$ cat src/verilog/arsm_pkg.sv
`default_nettype none
package arsm_pkg;

   // ------------------------------------------------------------
   // Register map
   // ------------------------------------------------------------
   localparam int          ADDR_W          = 8;
   localparam logic [7:0]  ADDR_SEL_ONE    = 8'h00;
   localparam logic [7:0]  ADDR_SEL_TWO    = 8'h04;
   localparam logic [7:0]  ADDR_SEL_THREE  = 8'h08;
   localparam logic [7:0]  ADDR_DELAY      = 8'h0C;
   localparam logic [7:0]  ADDR_STATE      = 8'h10;
   localparam logic [7:0]  ADDR_IRQ_STATUS = 8'h14;
   localparam logic [7:0]  ADDR_IRQ_MASK   = 8'h18;

   localparam logic [1:0]  RESP_OKAY       = 2'h0;
   localparam logic [1:0]  RESP_SLVERR     = 2'h2;

   // ------------------------------------------------------------
   // Widths and counts
   // ------------------------------------------------------------
   localparam int          NUM_RELAYS      = 3;
   localparam int          NUM_TRIPS       = 17;
   localparam int          NUM_LOCKOUTS    = 3;
   localparam int          NUM_COND        = 33;
   localparam int          SEL_W           = 6;
   localparam int          DELAY_W         = 10;

   // ------------------------------------------------------------
   // Selection codes
   // ------------------------------------------------------------
   localparam logic [5:0]  SEL_MIN         = 6'h01;
   localparam logic [5:0]  SEL_RUN         = 6'h01;
   localparam logic [5:0]  SEL_AT_SPEED    = 6'h02;
   localparam logic [5:0]  SEL_SPEED_DECEL = 6'h03;
   localparam logic [5:0]  SEL_START_DECEL = 6'h04;
   localparam logic [5:0]  SEL_TRIP_FIRST  = 6'h05;
   localparam logic [5:0]  SEL_TRIP_LAST   = 6'h15;
   localparam logic [5:0]  SEL_ANY_TRIP    = 6'h16;
   localparam logic [5:0]  SEL_TRIP_FLASH  = 6'h17;
   localparam logic [5:0]  SEL_LOCK_FIRST  = 6'h18;
   localparam logic [5:0]  SEL_LOCK_LAST   = 6'h1A;
   localparam logic [5:0]  SEL_ANY_LOCK    = 6'h1B;
   localparam logic [5:0]  SEL_DLY_FIRST   = 6'h1C;
   localparam logic [5:0]  SEL_DLY_LAST    = 6'h1F;
   localparam logic [5:0]  SEL_CP_LOST     = 6'h20;
   localparam logic [5:0]  SEL_MAX         = 6'h20;

   // ------------------------------------------------------------
   // Reset values
   // ------------------------------------------------------------
   localparam logic [5:0]  RST_SEL_ONE     = SEL_RUN;
   localparam logic [5:0]  RST_SEL_TWO     = SEL_AT_SPEED;
   localparam logic [5:0]  RST_SEL_THREE   = SEL_ANY_TRIP;
   localparam logic [9:0]  RST_DELAY       = 10'h000;
   localparam logic [9:0]  DELAY_MAX       = 10'h3E7;
   localparam logic [2:0]  RST_IRQ_MASK    = 3'h0;

   // ------------------------------------------------------------
   // Timing
   // ------------------------------------------------------------
   localparam int          CLK_FREQ_HZ     = 200_000_000;
   localparam int          FLASH_HALF_MS   = 500;
   localparam int          FLASH_HALF_CYCLES =
      FLASH_HALF_MS * (CLK_FREQ_HZ / 1000);

endpackage
`default_nettype wire

$ cat src/verilog/arsm_top.sv
`timescale 1ns/1ps
`default_nettype none
// Contract
// RULE1: Three relay outputs each follow one of 32 conditions coded 1..32.
// RULE2: After reset the selectors hold run/stop, at-speed/stop and any-trip.
// RULE3: Codes 1-4 show run, at-speed, at-speed to decel end, start to decel end.
// RULE4: Codes 5-21 each show one specific protection trip.
// RULE5: Code 22 shows any trip steadily, code 23 flashes it half a second on/off.
// RULE6: Codes 24-27 show coast-down, starts-per-hour, between-starts, any lockout.
// RULE7: Codes 28-31 repeat codes 1-4 behind the shared on-delay.
// RULE8: The on-delay takes 1-999 seconds, 0 disables it, and it resets to 0.
// RULE9: Code 32 shows a trip on loss of control power.
// RULE10: A delayed relay turns on after the full delay and off at once.
module arsm_top #(
   parameter int HALF_SEC_CYCLES = arsm_pkg::FLASH_HALF_CYCLES
) (
   input  wire logic                           aclk,
   input  wire logic                           aresetn,
   input  wire logic [arsm_pkg::ADDR_W-1:0]    s_axi_awaddr,
   input  wire logic                           s_axi_awvalid,
   output logic                                s_axi_awready,
   input  wire logic [31:0]                    s_axi_wdata,
   input  wire logic [3:0]                     s_axi_wstrb,
   input  wire logic                           s_axi_wvalid,
   output logic                                s_axi_wready,
   output logic [1:0]                          s_axi_bresp,
   output logic                                s_axi_bvalid,
   input  wire logic                           s_axi_bready,
   input  wire logic [arsm_pkg::ADDR_W-1:0]    s_axi_araddr,
   input  wire logic                           s_axi_arvalid,
   output logic                                s_axi_arready,
   output logic [31:0]                         s_axi_rdata,
   output logic [1:0]                          s_axi_rresp,
   output logic                                s_axi_rvalid,
   input  wire logic                           s_axi_rready,
   input  wire logic                           motor_running,
   input  wire logic                           motor_at_speed,
   input  wire logic                           motor_decel,
   input  wire logic [arsm_pkg::NUM_TRIPS-1:0] trip_flags,
   input  wire logic [arsm_pkg::NUM_LOCKOUTS-1:0] lockout_flags,
   input  wire logic                           control_power_lost,
   output logic [arsm_pkg::NUM_RELAYS-1:0]     relay_out,
   output logic                                irq
);

   localparam int CNT_W = $clog2(HALF_SEC_CYCLES);

   logic [arsm_pkg::SEL_W-1:0]      relay_sel [arsm_pkg::NUM_RELAYS];
   logic [arsm_pkg::DELAY_W-1:0]    relay_on_delay_seconds;
   logic [arsm_pkg::NUM_RELAYS-1:0] irq_status;
   logic [arsm_pkg::NUM_RELAYS-1:0] irq_mask;
   logic [arsm_pkg::NUM_RELAYS-1:0] relay_event;
   logic [arsm_pkg::NUM_RELAYS-1:0] next_relay;
   logic [arsm_pkg::NUM_RELAYS-1:0] sel_level;
   logic [arsm_pkg::NUM_RELAYS-1:0] sel_delayed;
   logic [arsm_pkg::NUM_COND-1:0]   cond_vec;
   logic [CNT_W-1:0]                half_cnt;
   logic                            half_tick;
   logic                            sec_tick;
   logic                            flash_phase;
   logic                            any_trip;
   logic                            any_lock;
   logic                            aw_full;
   logic                            w_full;
   logic [arsm_pkg::ADDR_W-1:0]     aw_addr;
   logic [31:0]                     w_data;
   logic [3:0]                      w_strb;
   logic                            wr_fire;
   logic [31:0]                     wr_mask;
   logic [31:0]                     wr_new;

   // ------------------------------------------------------------
   // Register read view
   // ------------------------------------------------------------
   function automatic logic [31:0] reg_value(
      input logic [arsm_pkg::ADDR_W-1:0] addr);
      reg_value = 32'h0000_0000;
      if (addr == arsm_pkg::ADDR_SEL_ONE) begin
         reg_value = 32'(relay_sel[0]);
      end else if (addr == arsm_pkg::ADDR_SEL_TWO) begin
         reg_value = 32'(relay_sel[1]);
      end else if (addr == arsm_pkg::ADDR_SEL_THREE) begin
         reg_value = 32'(relay_sel[2]);
      end else if (addr == arsm_pkg::ADDR_DELAY) begin
         reg_value = 32'(relay_on_delay_seconds);
      end else if (addr == arsm_pkg::ADDR_STATE) begin
         reg_value = 32'({any_lock, any_trip, relay_out});
      end else if (addr == arsm_pkg::ADDR_IRQ_STATUS) begin
         reg_value = 32'(irq_status);
      end else if (addr == arsm_pkg::ADDR_IRQ_MASK) begin
         reg_value = 32'(irq_mask);
      end
   endfunction

   function automatic logic addr_hit(input logic [arsm_pkg::ADDR_W-1:0] addr);
      addr_hit = (addr == arsm_pkg::ADDR_SEL_ONE)
              || (addr == arsm_pkg::ADDR_SEL_TWO)
              || (addr == arsm_pkg::ADDR_SEL_THREE)
              || (addr == arsm_pkg::ADDR_DELAY)
              || (addr == arsm_pkg::ADDR_STATE)
              || (addr == arsm_pkg::ADDR_IRQ_STATUS)
              || (addr == arsm_pkg::ADDR_IRQ_MASK);
   endfunction

   // ------------------------------------------------------------
   // Write channel
   // ------------------------------------------------------------
   // Address and data are parked separately so either may come first.
   assign s_axi_awready = !aw_full && !s_axi_bvalid;
   assign s_axi_wready  = !w_full && !s_axi_bvalid;
   assign wr_fire       = aw_full && w_full && !s_axi_bvalid;

   always_comb begin
      wr_mask = {{8{w_strb[3]}}, {8{w_strb[2]}},
                 {8{w_strb[1]}}, {8{w_strb[0]}}};
      wr_new  = (reg_value(aw_addr) & ~wr_mask) | (w_data & wr_mask);
   end

   always_ff @(posedge aclk) begin
      if (!aresetn) begin
         aw_full <= 1'b0;
         aw_addr <= '0;
      end else if (s_axi_awvalid && s_axi_awready) begin
         aw_full <= 1'b1;
         aw_addr <= s_axi_awaddr;
      end else if (wr_fire) begin
         aw_full <= 1'b0;
      end
   end

   always_ff @(posedge aclk) begin
      if (!aresetn) begin
         w_full <= 1'b0;
         w_data <= 32'h0000_0000;
         w_strb <= 4'h0;
      end else if (s_axi_wvalid && s_axi_wready) begin
         w_full <= 1'b1;
         w_data <= s_axi_wdata;
         w_strb <= s_axi_wstrb;
      end else if (wr_fire) begin
         w_full <= 1'b0;
      end
   end

   always_ff @(posedge aclk) begin
      if (!aresetn) begin
         s_axi_bvalid <= 1'b0;
         s_axi_bresp  <= arsm_pkg::RESP_OKAY;
      end else if (wr_fire) begin
         s_axi_bvalid <= 1'b1;
         s_axi_bresp  <= addr_hit(aw_addr) ? arsm_pkg::RESP_OKAY
                                           : arsm_pkg::RESP_SLVERR;
      end else if (s_axi_bready) begin
         s_axi_bvalid <= 1'b0;
      end
   end

   // Out-of-range settings are dropped so a relay can never lose its
   // condition through a bad write.
   always_ff @(posedge aclk) begin
      if (!aresetn) begin
         relay_sel[0]           <= arsm_pkg::RST_SEL_ONE; // RULE2
         relay_sel[1]           <= arsm_pkg::RST_SEL_TWO; // RULE2
         relay_sel[2]           <= arsm_pkg::RST_SEL_THREE; // RULE2
         relay_on_delay_seconds <= arsm_pkg::RST_DELAY; // RULE8
      end else if (wr_fire) begin
         if (wr_new >= 32'(arsm_pkg::SEL_MIN) &&
             wr_new <= 32'(arsm_pkg::SEL_MAX)) begin
            if (aw_addr == arsm_pkg::ADDR_SEL_ONE) begin
               relay_sel[0] <= wr_new[arsm_pkg::SEL_W-1:0]; // RULE1
            end else if (aw_addr == arsm_pkg::ADDR_SEL_TWO) begin
               relay_sel[1] <= wr_new[arsm_pkg::SEL_W-1:0]; // RULE1
            end else if (aw_addr == arsm_pkg::ADDR_SEL_THREE) begin
               relay_sel[2] <= wr_new[arsm_pkg::SEL_W-1:0]; // RULE1
            end
         end
         if (aw_addr == arsm_pkg::ADDR_DELAY &&
             wr_new <= 32'(arsm_pkg::DELAY_MAX)) begin
            relay_on_delay_seconds <= wr_new[arsm_pkg::DELAY_W-1:0]; // RULE8
         end
      end
   end

   // ------------------------------------------------------------
   // Read channel
   // ------------------------------------------------------------
   assign s_axi_arready = !s_axi_rvalid;

   always_ff @(posedge aclk) begin
      if (!aresetn) begin
         s_axi_rvalid <= 1'b0;
         s_axi_rdata  <= 32'h0000_0000;
         s_axi_rresp  <= arsm_pkg::RESP_OKAY;
      end else if (s_axi_arvalid && s_axi_arready) begin
         s_axi_rvalid <= 1'b1;
         s_axi_rdata  <= reg_value(s_axi_araddr);
         s_axi_rresp  <= addr_hit(s_axi_araddr) ? arsm_pkg::RESP_OKAY
                                                : arsm_pkg::RESP_SLVERR;
      end else if (s_axi_rready) begin
         s_axi_rvalid <= 1'b0;
      end
   end

   // ------------------------------------------------------------
   // Half-second prescaler and flasher
   // ------------------------------------------------------------
   // The flasher runs free, so the first flash after a trip may be short.
   assign half_tick = (half_cnt == CNT_W'(HALF_SEC_CYCLES - 1));
   assign sec_tick  = half_tick && flash_phase;

   always_ff @(posedge aclk) begin
      if (!aresetn) begin
         half_cnt    <= '0;
         flash_phase <= 1'b0;
      end else if (half_tick) begin
         half_cnt    <= '0;
         flash_phase <= !flash_phase; // RULE5
      end else begin
         half_cnt    <= half_cnt + 1'b1;
      end
   end

   // ------------------------------------------------------------
   // Condition vector
   // ------------------------------------------------------------
   assign any_trip = |trip_flags;
   assign any_lock = |lockout_flags;

   always_comb begin
      cond_vec = '0;
      cond_vec[arsm_pkg::SEL_RUN]         = motor_running; // RULE3
      cond_vec[arsm_pkg::SEL_AT_SPEED]    = motor_at_speed; // RULE3
      cond_vec[arsm_pkg::SEL_SPEED_DECEL] = motor_at_speed | motor_decel;
      cond_vec[arsm_pkg::SEL_START_DECEL] = motor_running | motor_decel;
      cond_vec[arsm_pkg::SEL_TRIP_LAST:arsm_pkg::SEL_TRIP_FIRST] =
         trip_flags; // RULE4
      cond_vec[arsm_pkg::SEL_ANY_TRIP]    = any_trip; // RULE5
      cond_vec[arsm_pkg::SEL_TRIP_FLASH]  = any_trip & flash_phase; // RULE5
      cond_vec[arsm_pkg::SEL_LOCK_LAST:arsm_pkg::SEL_LOCK_FIRST] =
         lockout_flags; // RULE6
      cond_vec[arsm_pkg::SEL_ANY_LOCK]    = any_lock; // RULE6
      cond_vec[arsm_pkg::SEL_DLY_LAST:arsm_pkg::SEL_DLY_FIRST] =
         cond_vec[arsm_pkg::SEL_START_DECEL:arsm_pkg::SEL_RUN]; // RULE7
      cond_vec[arsm_pkg::SEL_CP_LOST]     = control_power_lost; // RULE9
   end

   // ------------------------------------------------------------
   // Relay channels
   // ------------------------------------------------------------
   for (genvar i = 0; i < arsm_pkg::NUM_RELAYS; i++) begin : g_relay
      arsm_cond_select u_select (
         .cond_vec (cond_vec),
         .select   (relay_sel[i]),
         .level    (sel_level[i]),
         .delayed  (sel_delayed[i])
      );
      arsm_on_delay #(
         .DELAY_W (arsm_pkg::DELAY_W)
      ) u_delay (
         .aclk      (aclk),
         .aresetn   (aresetn),
         .sec_tick  (sec_tick),
         .delay_s   (relay_on_delay_seconds),
         .use_delay (sel_delayed[i]),
         .cond      (sel_level[i]),
         .active    (next_relay[i])
      );
   end

   always_ff @(posedge aclk) begin
      if (!aresetn) begin
         relay_out <= '0;
      end else begin
         relay_out <= next_relay; // RULE1
      end
   end

   // ------------------------------------------------------------
   // Interrupts
   // ------------------------------------------------------------
   assign relay_event = next_relay ^ relay_out;

   // A change in the same cycle as the clear keeps its bit set.
   always_ff @(posedge aclk) begin
      if (!aresetn) begin
         irq_status <= '0;
         irq_mask   <= arsm_pkg::RST_IRQ_MASK;
      end else begin
         if (wr_fire && aw_addr == arsm_pkg::ADDR_IRQ_STATUS) begin
            irq_status <= (irq_status &
               ~(w_data[arsm_pkg::NUM_RELAYS-1:0] &
                 wr_mask[arsm_pkg::NUM_RELAYS-1:0])) | relay_event;
         end else begin
            irq_status <= irq_status | relay_event;
         end
         if (wr_fire && aw_addr == arsm_pkg::ADDR_IRQ_MASK) begin
            irq_mask <= wr_new[arsm_pkg::NUM_RELAYS-1:0];
         end
      end
   end

   assign irq = |(irq_status & irq_mask);

   // ------------------------------------------------------------
   // Checks
   // ------------------------------------------------------------
   AST_SEL_RANGE: // RULE1
   assert property (@(posedge aclk) disable iff (!aresetn)
      relay_sel[1] >= arsm_pkg::SEL_MIN && relay_sel[1] <= arsm_pkg::SEL_MAX)
      else $error("Relay selector left the legal range.");

   AST_RESET_DEFAULT: // RULE2
   assert property (@(posedge aclk) disable iff (!aresetn)
      $rose(aresetn) |-> (relay_sel[0] == arsm_pkg::SEL_RUN &&
         relay_sel[1] == arsm_pkg::SEL_AT_SPEED &&
         relay_sel[2] == arsm_pkg::SEL_ANY_TRIP &&
         relay_on_delay_seconds == '0))
      else $error("Selectors are not at their defaults after reset.");

   AST_RUN_DIRECT: // RULE3
   assert property (@(posedge aclk) disable iff (!aresetn)
      (relay_sel[0] == arsm_pkg::SEL_RUN) |=>
         (relay_out[0] == $past(motor_running)))
      else $error("Run selection did not follow the run flag.");

   AST_TRIP_QUIET: // RULE4
   assert property (@(posedge aclk) disable iff (!aresetn)
      (relay_sel[0] >= arsm_pkg::SEL_TRIP_FIRST &&
       relay_sel[0] <= arsm_pkg::SEL_TRIP_LAST && trip_flags == '0)
         |=> !relay_out[0])
      else $error("Trip selection active with no trip present.");

   AST_FLASH_TOGGLE: // RULE5
   assert property (@(posedge aclk) disable iff (!aresetn)
      1'b1 |=> ((flash_phase ^ $past(flash_phase)) == $past(half_tick)))
      else $error("Flasher changed phase off the half-second tick.");

   AST_ANY_TRIP_STEADY: // RULE5
   assert property (@(posedge aclk) disable iff (!aresetn)
      (relay_sel[2] == arsm_pkg::SEL_ANY_TRIP && any_trip) |=> relay_out[2])
      else $error("Any-trip selection did not hold the relay on.");

   AST_ANY_LOCK: // RULE6
   assert property (@(posedge aclk) disable iff (!aresetn)
      (relay_sel[0] == arsm_pkg::SEL_ANY_LOCK) |=>
         (relay_out[0] == $past(any_lock)))
      else $error("Any-lockout selection did not follow the lockouts.");

   AST_DELAYED_RUN: // RULE7
   assert property (@(posedge aclk) disable iff (!aresetn)
      (relay_sel[1] == arsm_pkg::SEL_DLY_FIRST &&
       relay_on_delay_seconds == '0) |=>
         (relay_out[1] == $past(motor_running)))
      else $error("Delayed run selection with zero delay did not follow.");

   AST_DELAY_RANGE: // RULE8
   assert property (@(posedge aclk) disable iff (!aresetn)
      relay_on_delay_seconds <= arsm_pkg::DELAY_MAX)
      else $error("On-delay setting above its maximum.");

   AST_CP_LOST: // RULE9
   assert property (@(posedge aclk) disable iff (!aresetn)
      (relay_sel[2] == arsm_pkg::SEL_CP_LOST) |=>
         (relay_out[2] == $past(control_power_lost)))
      else $error("Control-power selection did not follow its flag.");

endmodule
`default_nettype wire

$ cat src/verilog/arsm_cond_select.sv
`timescale 1ns/1ps
`default_nettype none
module arsm_cond_select (
   input  wire logic [arsm_pkg::NUM_COND-1:0] cond_vec,
   input  wire logic [arsm_pkg::SEL_W-1:0]    select,
   output logic                               level,
   output logic                               delayed
);

   always_comb begin
      level   = 1'b0;
      delayed = 1'b0;
      if (select >= arsm_pkg::SEL_MIN && select <= arsm_pkg::SEL_MAX) begin
         level = cond_vec[select]; // RULE1
      end
      if (select >= arsm_pkg::SEL_DLY_FIRST &&
          select <= arsm_pkg::SEL_DLY_LAST) begin
         delayed = 1'b1; // RULE7
      end
   end

endmodule
`default_nettype wire

$ cat src/verilog/arsm_on_delay.sv
`timescale 1ns/1ps
`default_nettype none
module arsm_on_delay #(
   parameter int DELAY_W = arsm_pkg::DELAY_W
) (
   input  wire logic               aclk,
   input  wire logic               aresetn,
   input  wire logic               sec_tick,
   input  wire logic [DELAY_W-1:0] delay_s,
   input  wire logic               use_delay,
   input  wire logic               cond,
   output logic                    active
);

   logic [DELAY_W-1:0] count;

   // Ticks are counted while the condition holds; one tick more than the
   // setting is needed because the first second may start part-way.
   always_ff @(posedge aclk) begin
      if (!aresetn) begin
         count <= '0;
      end else if (!cond) begin
         count <= '0; // RULE10
      end else if (sec_tick && count != '1) begin
         count <= count + 1'b1;
      end
   end

   assign active = cond &
      (!use_delay || delay_s == '0 || count > delay_s); // RULE10

   AST_OFF_AT_ONCE: // RULE10
   assert property (@(posedge aclk) disable iff (!aresetn)
      $fell(cond) |-> !active)
      else $error("Relay stayed on after its condition ended.");

   AST_NO_EARLY_ON: // RULE10
   assert property (@(posedge aclk) disable iff (!aresetn)
      (use_delay && delay_s != '0 && $rose(cond)) |-> !active [*2])
      else $error("Delayed relay turned on before its delay ran.");

   AST_ZERO_DELAY: // RULE8
   assert property (@(posedge aclk) disable iff (!aresetn)
      (!use_delay || delay_s == '0) |-> (active == cond))
      else $error("Undelayed relay did not follow its condition.");

endmodule
`default_nettype wire

$ cat config.mk
export PLATFORM = sky130hd
export DESIGN_NAME = arsm_top
export DESIGN_NICKNAME = d
export VERILOG_FILES = /design/src/verilog/arsm_pkg.sv /design/src/verilog/arsm_top.sv /design/src/verilog/arsm_cond_select.sv /design/src/verilog/arsm_on_delay.sv
export SDC_FILE = /design/constraint.sdc
export NUM_CORES = 1
export LEC_CHECK = 0
export BUFFER_PORTS_ARGS = -buffer_cell sky130_fd_sc_hd__buf_4
export CAP_MARGIN = 20
export CORE_MARGIN = 1.5
export CORE_UTILIZATION = 40
export DETAILED_ROUTE_END_ITERATION = 7
export PLACE_DENSITY = 0.68
export RECOVER_POWER = 100
export SETUP_SLACK_MARGIN = 0.2
export SLEW_MARGIN = 20
export SYNTH_ARGS = -nofsm -noshare
export SYNTH_HDL_FRONTEND = slang
export SYNTH_HIERARCHICAL = 1
export SYNTH_SLANG_ARGS = --single-unit
$ cat constraint.sdc
create_clock -name aclk -period 2.8 [get_ports aclk]
set_input_delay 0.14 -clock aclk [delete_from_list [all_inputs] [get_ports aclk]]
set_output_delay 0.14 -clock aclk [all_outputs]
set_load 0.02 [all_outputs]
==> metrics.cfg <==
[outcome]
status=finished, violations left
violations=capacitance limit, slew limit

[cts]
insertion_delay_ns=0.43
clockBufferDepth=2
clock_sinks=155
cts_buffers=17
clock-root-buffer=clkbuf_16
cts_tree=yes
htree_levels=4
clkSlewWorstSetupHoldPaths_ns=0.07

[timing]
final.min_clock_period_ns=2.67
max_slew.worst_pin.slew_ns=1.55
maxSlewHeadroom_pct=-3.19
rsz0062_at_grt=true
max_freq_mhz=374
hold_ws_ns=0.0180
setup_viol=0
drv_slew=38
skew_ns=0.0105
period_share_pct=95.4
finalHoldViolCount=0

[run]
drv_cap=1

[synth]
syn_avg_cell_area_sq_um=8.82
ys_seq_area_share_pct=34.9
synth.distinct_cells=78
yosysWarnings=6
synth_seq_cells=155
async_reset_ff_share_pct=0
synth_ff_type=dfxtp_1
syn-cell-area_sq_um=9410
synth-edff-count=18
synth_cells=1067

[route]
dr.pass1.iters=5
viasPerCell=5.53
drcViolationCount=0
wl_per_cell_um=16.3
totalWireLength_mm=26.0
ant_nets=0
vias=8845
drtIter0Drc=609

[global_route]
grt_pass1_wl_mm=41.9
grt_usage_pct=21.6
grt_overflow=0
grt_pass1_vias=8226
grt_max_degree=67
antenna_found_initial=0

[final_layout]
fin_util_pct=53.0
drive_above_1_share_pct=20.2
area_growth_pct=28.6
nFillCells=2101
nets=1390
diodes=0

[critical_path]
cp_cell_sequence=or4_4 -> nor4b_1 -> a221oi_2 -> nand4_1 -> buf_6 -> clkbuf_1 -> xor2_1 -> nor3_1
start_kind=flop
worstSetupPathType=flop to flop
endpoint_kind=flop
worstPathMaxFanout=7
slowest_stage=or4_4
required_ns=2.96
timing.rr.start=aw_addr[4]
cp.arrival_ns=2.84
critPathLaunch=aw_addr[4]
max_stage_delay_ns=0.64

[floorplan]
die_w_um=156
die_y_um=156
fp-row-count=55
initial_core_util_pct=41.2
coreArea_sq_um=22800
dieArea_sq_um=24500
io_pins=128

[placement]
globalplace.congestion=0.935
hpwl_mm=18.4
io_buffers=103

[power]
powerDensity_nw_per_um2=470
ir_drop_mv=0.304
p_leak_nw=4.72

[hold_path]
min_from=s_axi_wdata[8]
hold_path.class=input pin to flop

==> routing by layer <==
metal | global-route usage, % | vias up | share of wire [%]
met5 | 0 | - | 0
met4 | 8.16 | 0 | 2.5
met3 | 3.82 | 58 | 5.6
met2 | 35.0 | 336 | 46
met1 | 28.7 | 4175 | 45
li1 | - | 4276 | -
==> final timing paths <==
check	slack (ns)	depth (start not counted)	endpoint
hold / removal	0.02	3	w_data[8]
hold reg to reg	0.44	1	half_cnt[0]
setup reg to reg	0.13	8	relay_sel[0][10]
setup / recovery	0.13	8	relay_sel[0][10]
==> metrics by stage <==
step / TNS (ns) / instance area, sq um / std cells / setup WS (ns) / power [mW]
2_1_floorplan: 0 / 9600 / 1093 / 0.200 / 2.93
3_3_place_gp: 0 / 10700 / 1492 / 0.0218 / 3.21
3_5_place_dp: -0.00798 / 10700 / 1492 / -0.00798 / 3.22
4_1_cts: 0 / 12000 / 1584 / 0.136 / 5.69
5_1_grt: 0 / 12100 / 1599 / 0.0392 / 5.89
6_report: 0 / 12100 / 1599 / 0.130 / 5.69
==> repair_timing <==
action / in CTS / in global routing
hold buffers: 46 / 0
setup endpoints to repair: 40 / 60
hold endpoints to repair: 45 / 0
cloned: 1 / 0
buffers inserted: 13 / 15
pin swaps: 5 / 20
gates resized for setup: 12 / 38
==> power breakdown <==
group | switching (mW) | leakage [nW] | total, mW | internal, mW
clock network | 0.999 | 0.298 | 2.38 | 1.38
logic | 0.502 | 3.13 | 0.918 | 0.416
registers | 0.0719 | 1.28 | 2.39 | 2.32
==> layout make-up <==
cell class                      count  area (sq um)  share of cell area (%)
Inverter                           61           229                    1.89
Timing Repair Buffer              226          1730                    14.3
Clock inverter                     11           123                    1.01
Multi-Input combinational cell    812          5850                    48.4
Sequential cell                   155          3290                    27.2
Tap cell                          313           392                    3.24
Clock buffer                       21           492                    4.06
==> critical path: cells and delay by family (launching register included) <==
kind | cells | cell delay (ns)
compound gates | 1 | 0.09
buf+inv | 2 | 0.30
simple gates | 4 | 1.27
flops | 1 | 0.36
xor+xnor | 1 | 0.39
==> synthesized netlist by cell type, drive strengths merged, types with 5 or more instances <==
library cell	n	area share [%]
nand2	146	5.8
dfxtp	137	29
nor2	76	3.1
inv	61	2.4
a21boi	51	4.1
a21oi	37	2.1
buf	37	3.0
nand3	37	2.0
ha	34	4.5
o21ai	33	1.8
nand4	32	2.3
clkbuf	29	1.2
mux2i	25	2.7
xor2	24	2.2
nor3	23	1.2
nor2b	22	1.5
mux4	21	5.6
edfxtp	18	5.7
xnor2	18	1.7
or3	16	1.1
or4	14	1.2
and2	12	0.80
nor4	12	0.80
a22oi	10	0.80
o2111ai	10	0.93
and3	9	0.64
o41ai	8	0.74
a221oi	7	0.65
nand2b	7	0.47
a21o	6	0.48
a32oi	6	0.56
o31a	6	0.56
a311oi	5	0.47
and4	5	0.47
mux2	5	0.60
o21bai	5	0.40
o31ai	5	0.84
or2	5	0.33
==> flip-flops by register name, indices dropped and copies added (netlist names), 3 cells and up <==
signal / count
relay_out: 3
half_cnt: 27
irq_mask: 3
aw_addr: 8
relay_on_delay_seconds: 10
g_relay.u_delay/count: 30
s_axi_rdata: 10
w_data: 32
w_strb: 4
irq_status: 3
relay_sel: 18
==> kinds of logic (layout without fill, tap and decap cells) <==
kind of cell	Yosys count	count (layout)	synth area share, %
AOI/OAI and AO/OA	224	224	17.7
xor gates and xnor gates	42	43	3.91
adders and majority gates	34	34	4.52
buffers and inverters	127	319	6.63
DFF	155	155	34.9
muxes	51	51	8.88
other	1	27	0.0399
and+or+nand+nor	433	433	23.4
==> placed cells by master (no fill, tap or decap), types with 30 or more instances in the layout <==
| cell type | instances |
|---|---|
| a21boi_0 | 49 |
| a21oi_1 | 36 |
| buf_4 | 131 |
| clkbuf_1 | 31 |
| dfxtp_1 | 135 |
| dlygate4sd3_1 | 46 |
| ha_1 | 34 |
| inv_1 | 61 |
| nand2_1 | 142 |
| nand3_1 | 37 |
| nor2_1 | 74 |
| o21ai_0 | 30 |
Power figures use the tool's default switching activity.
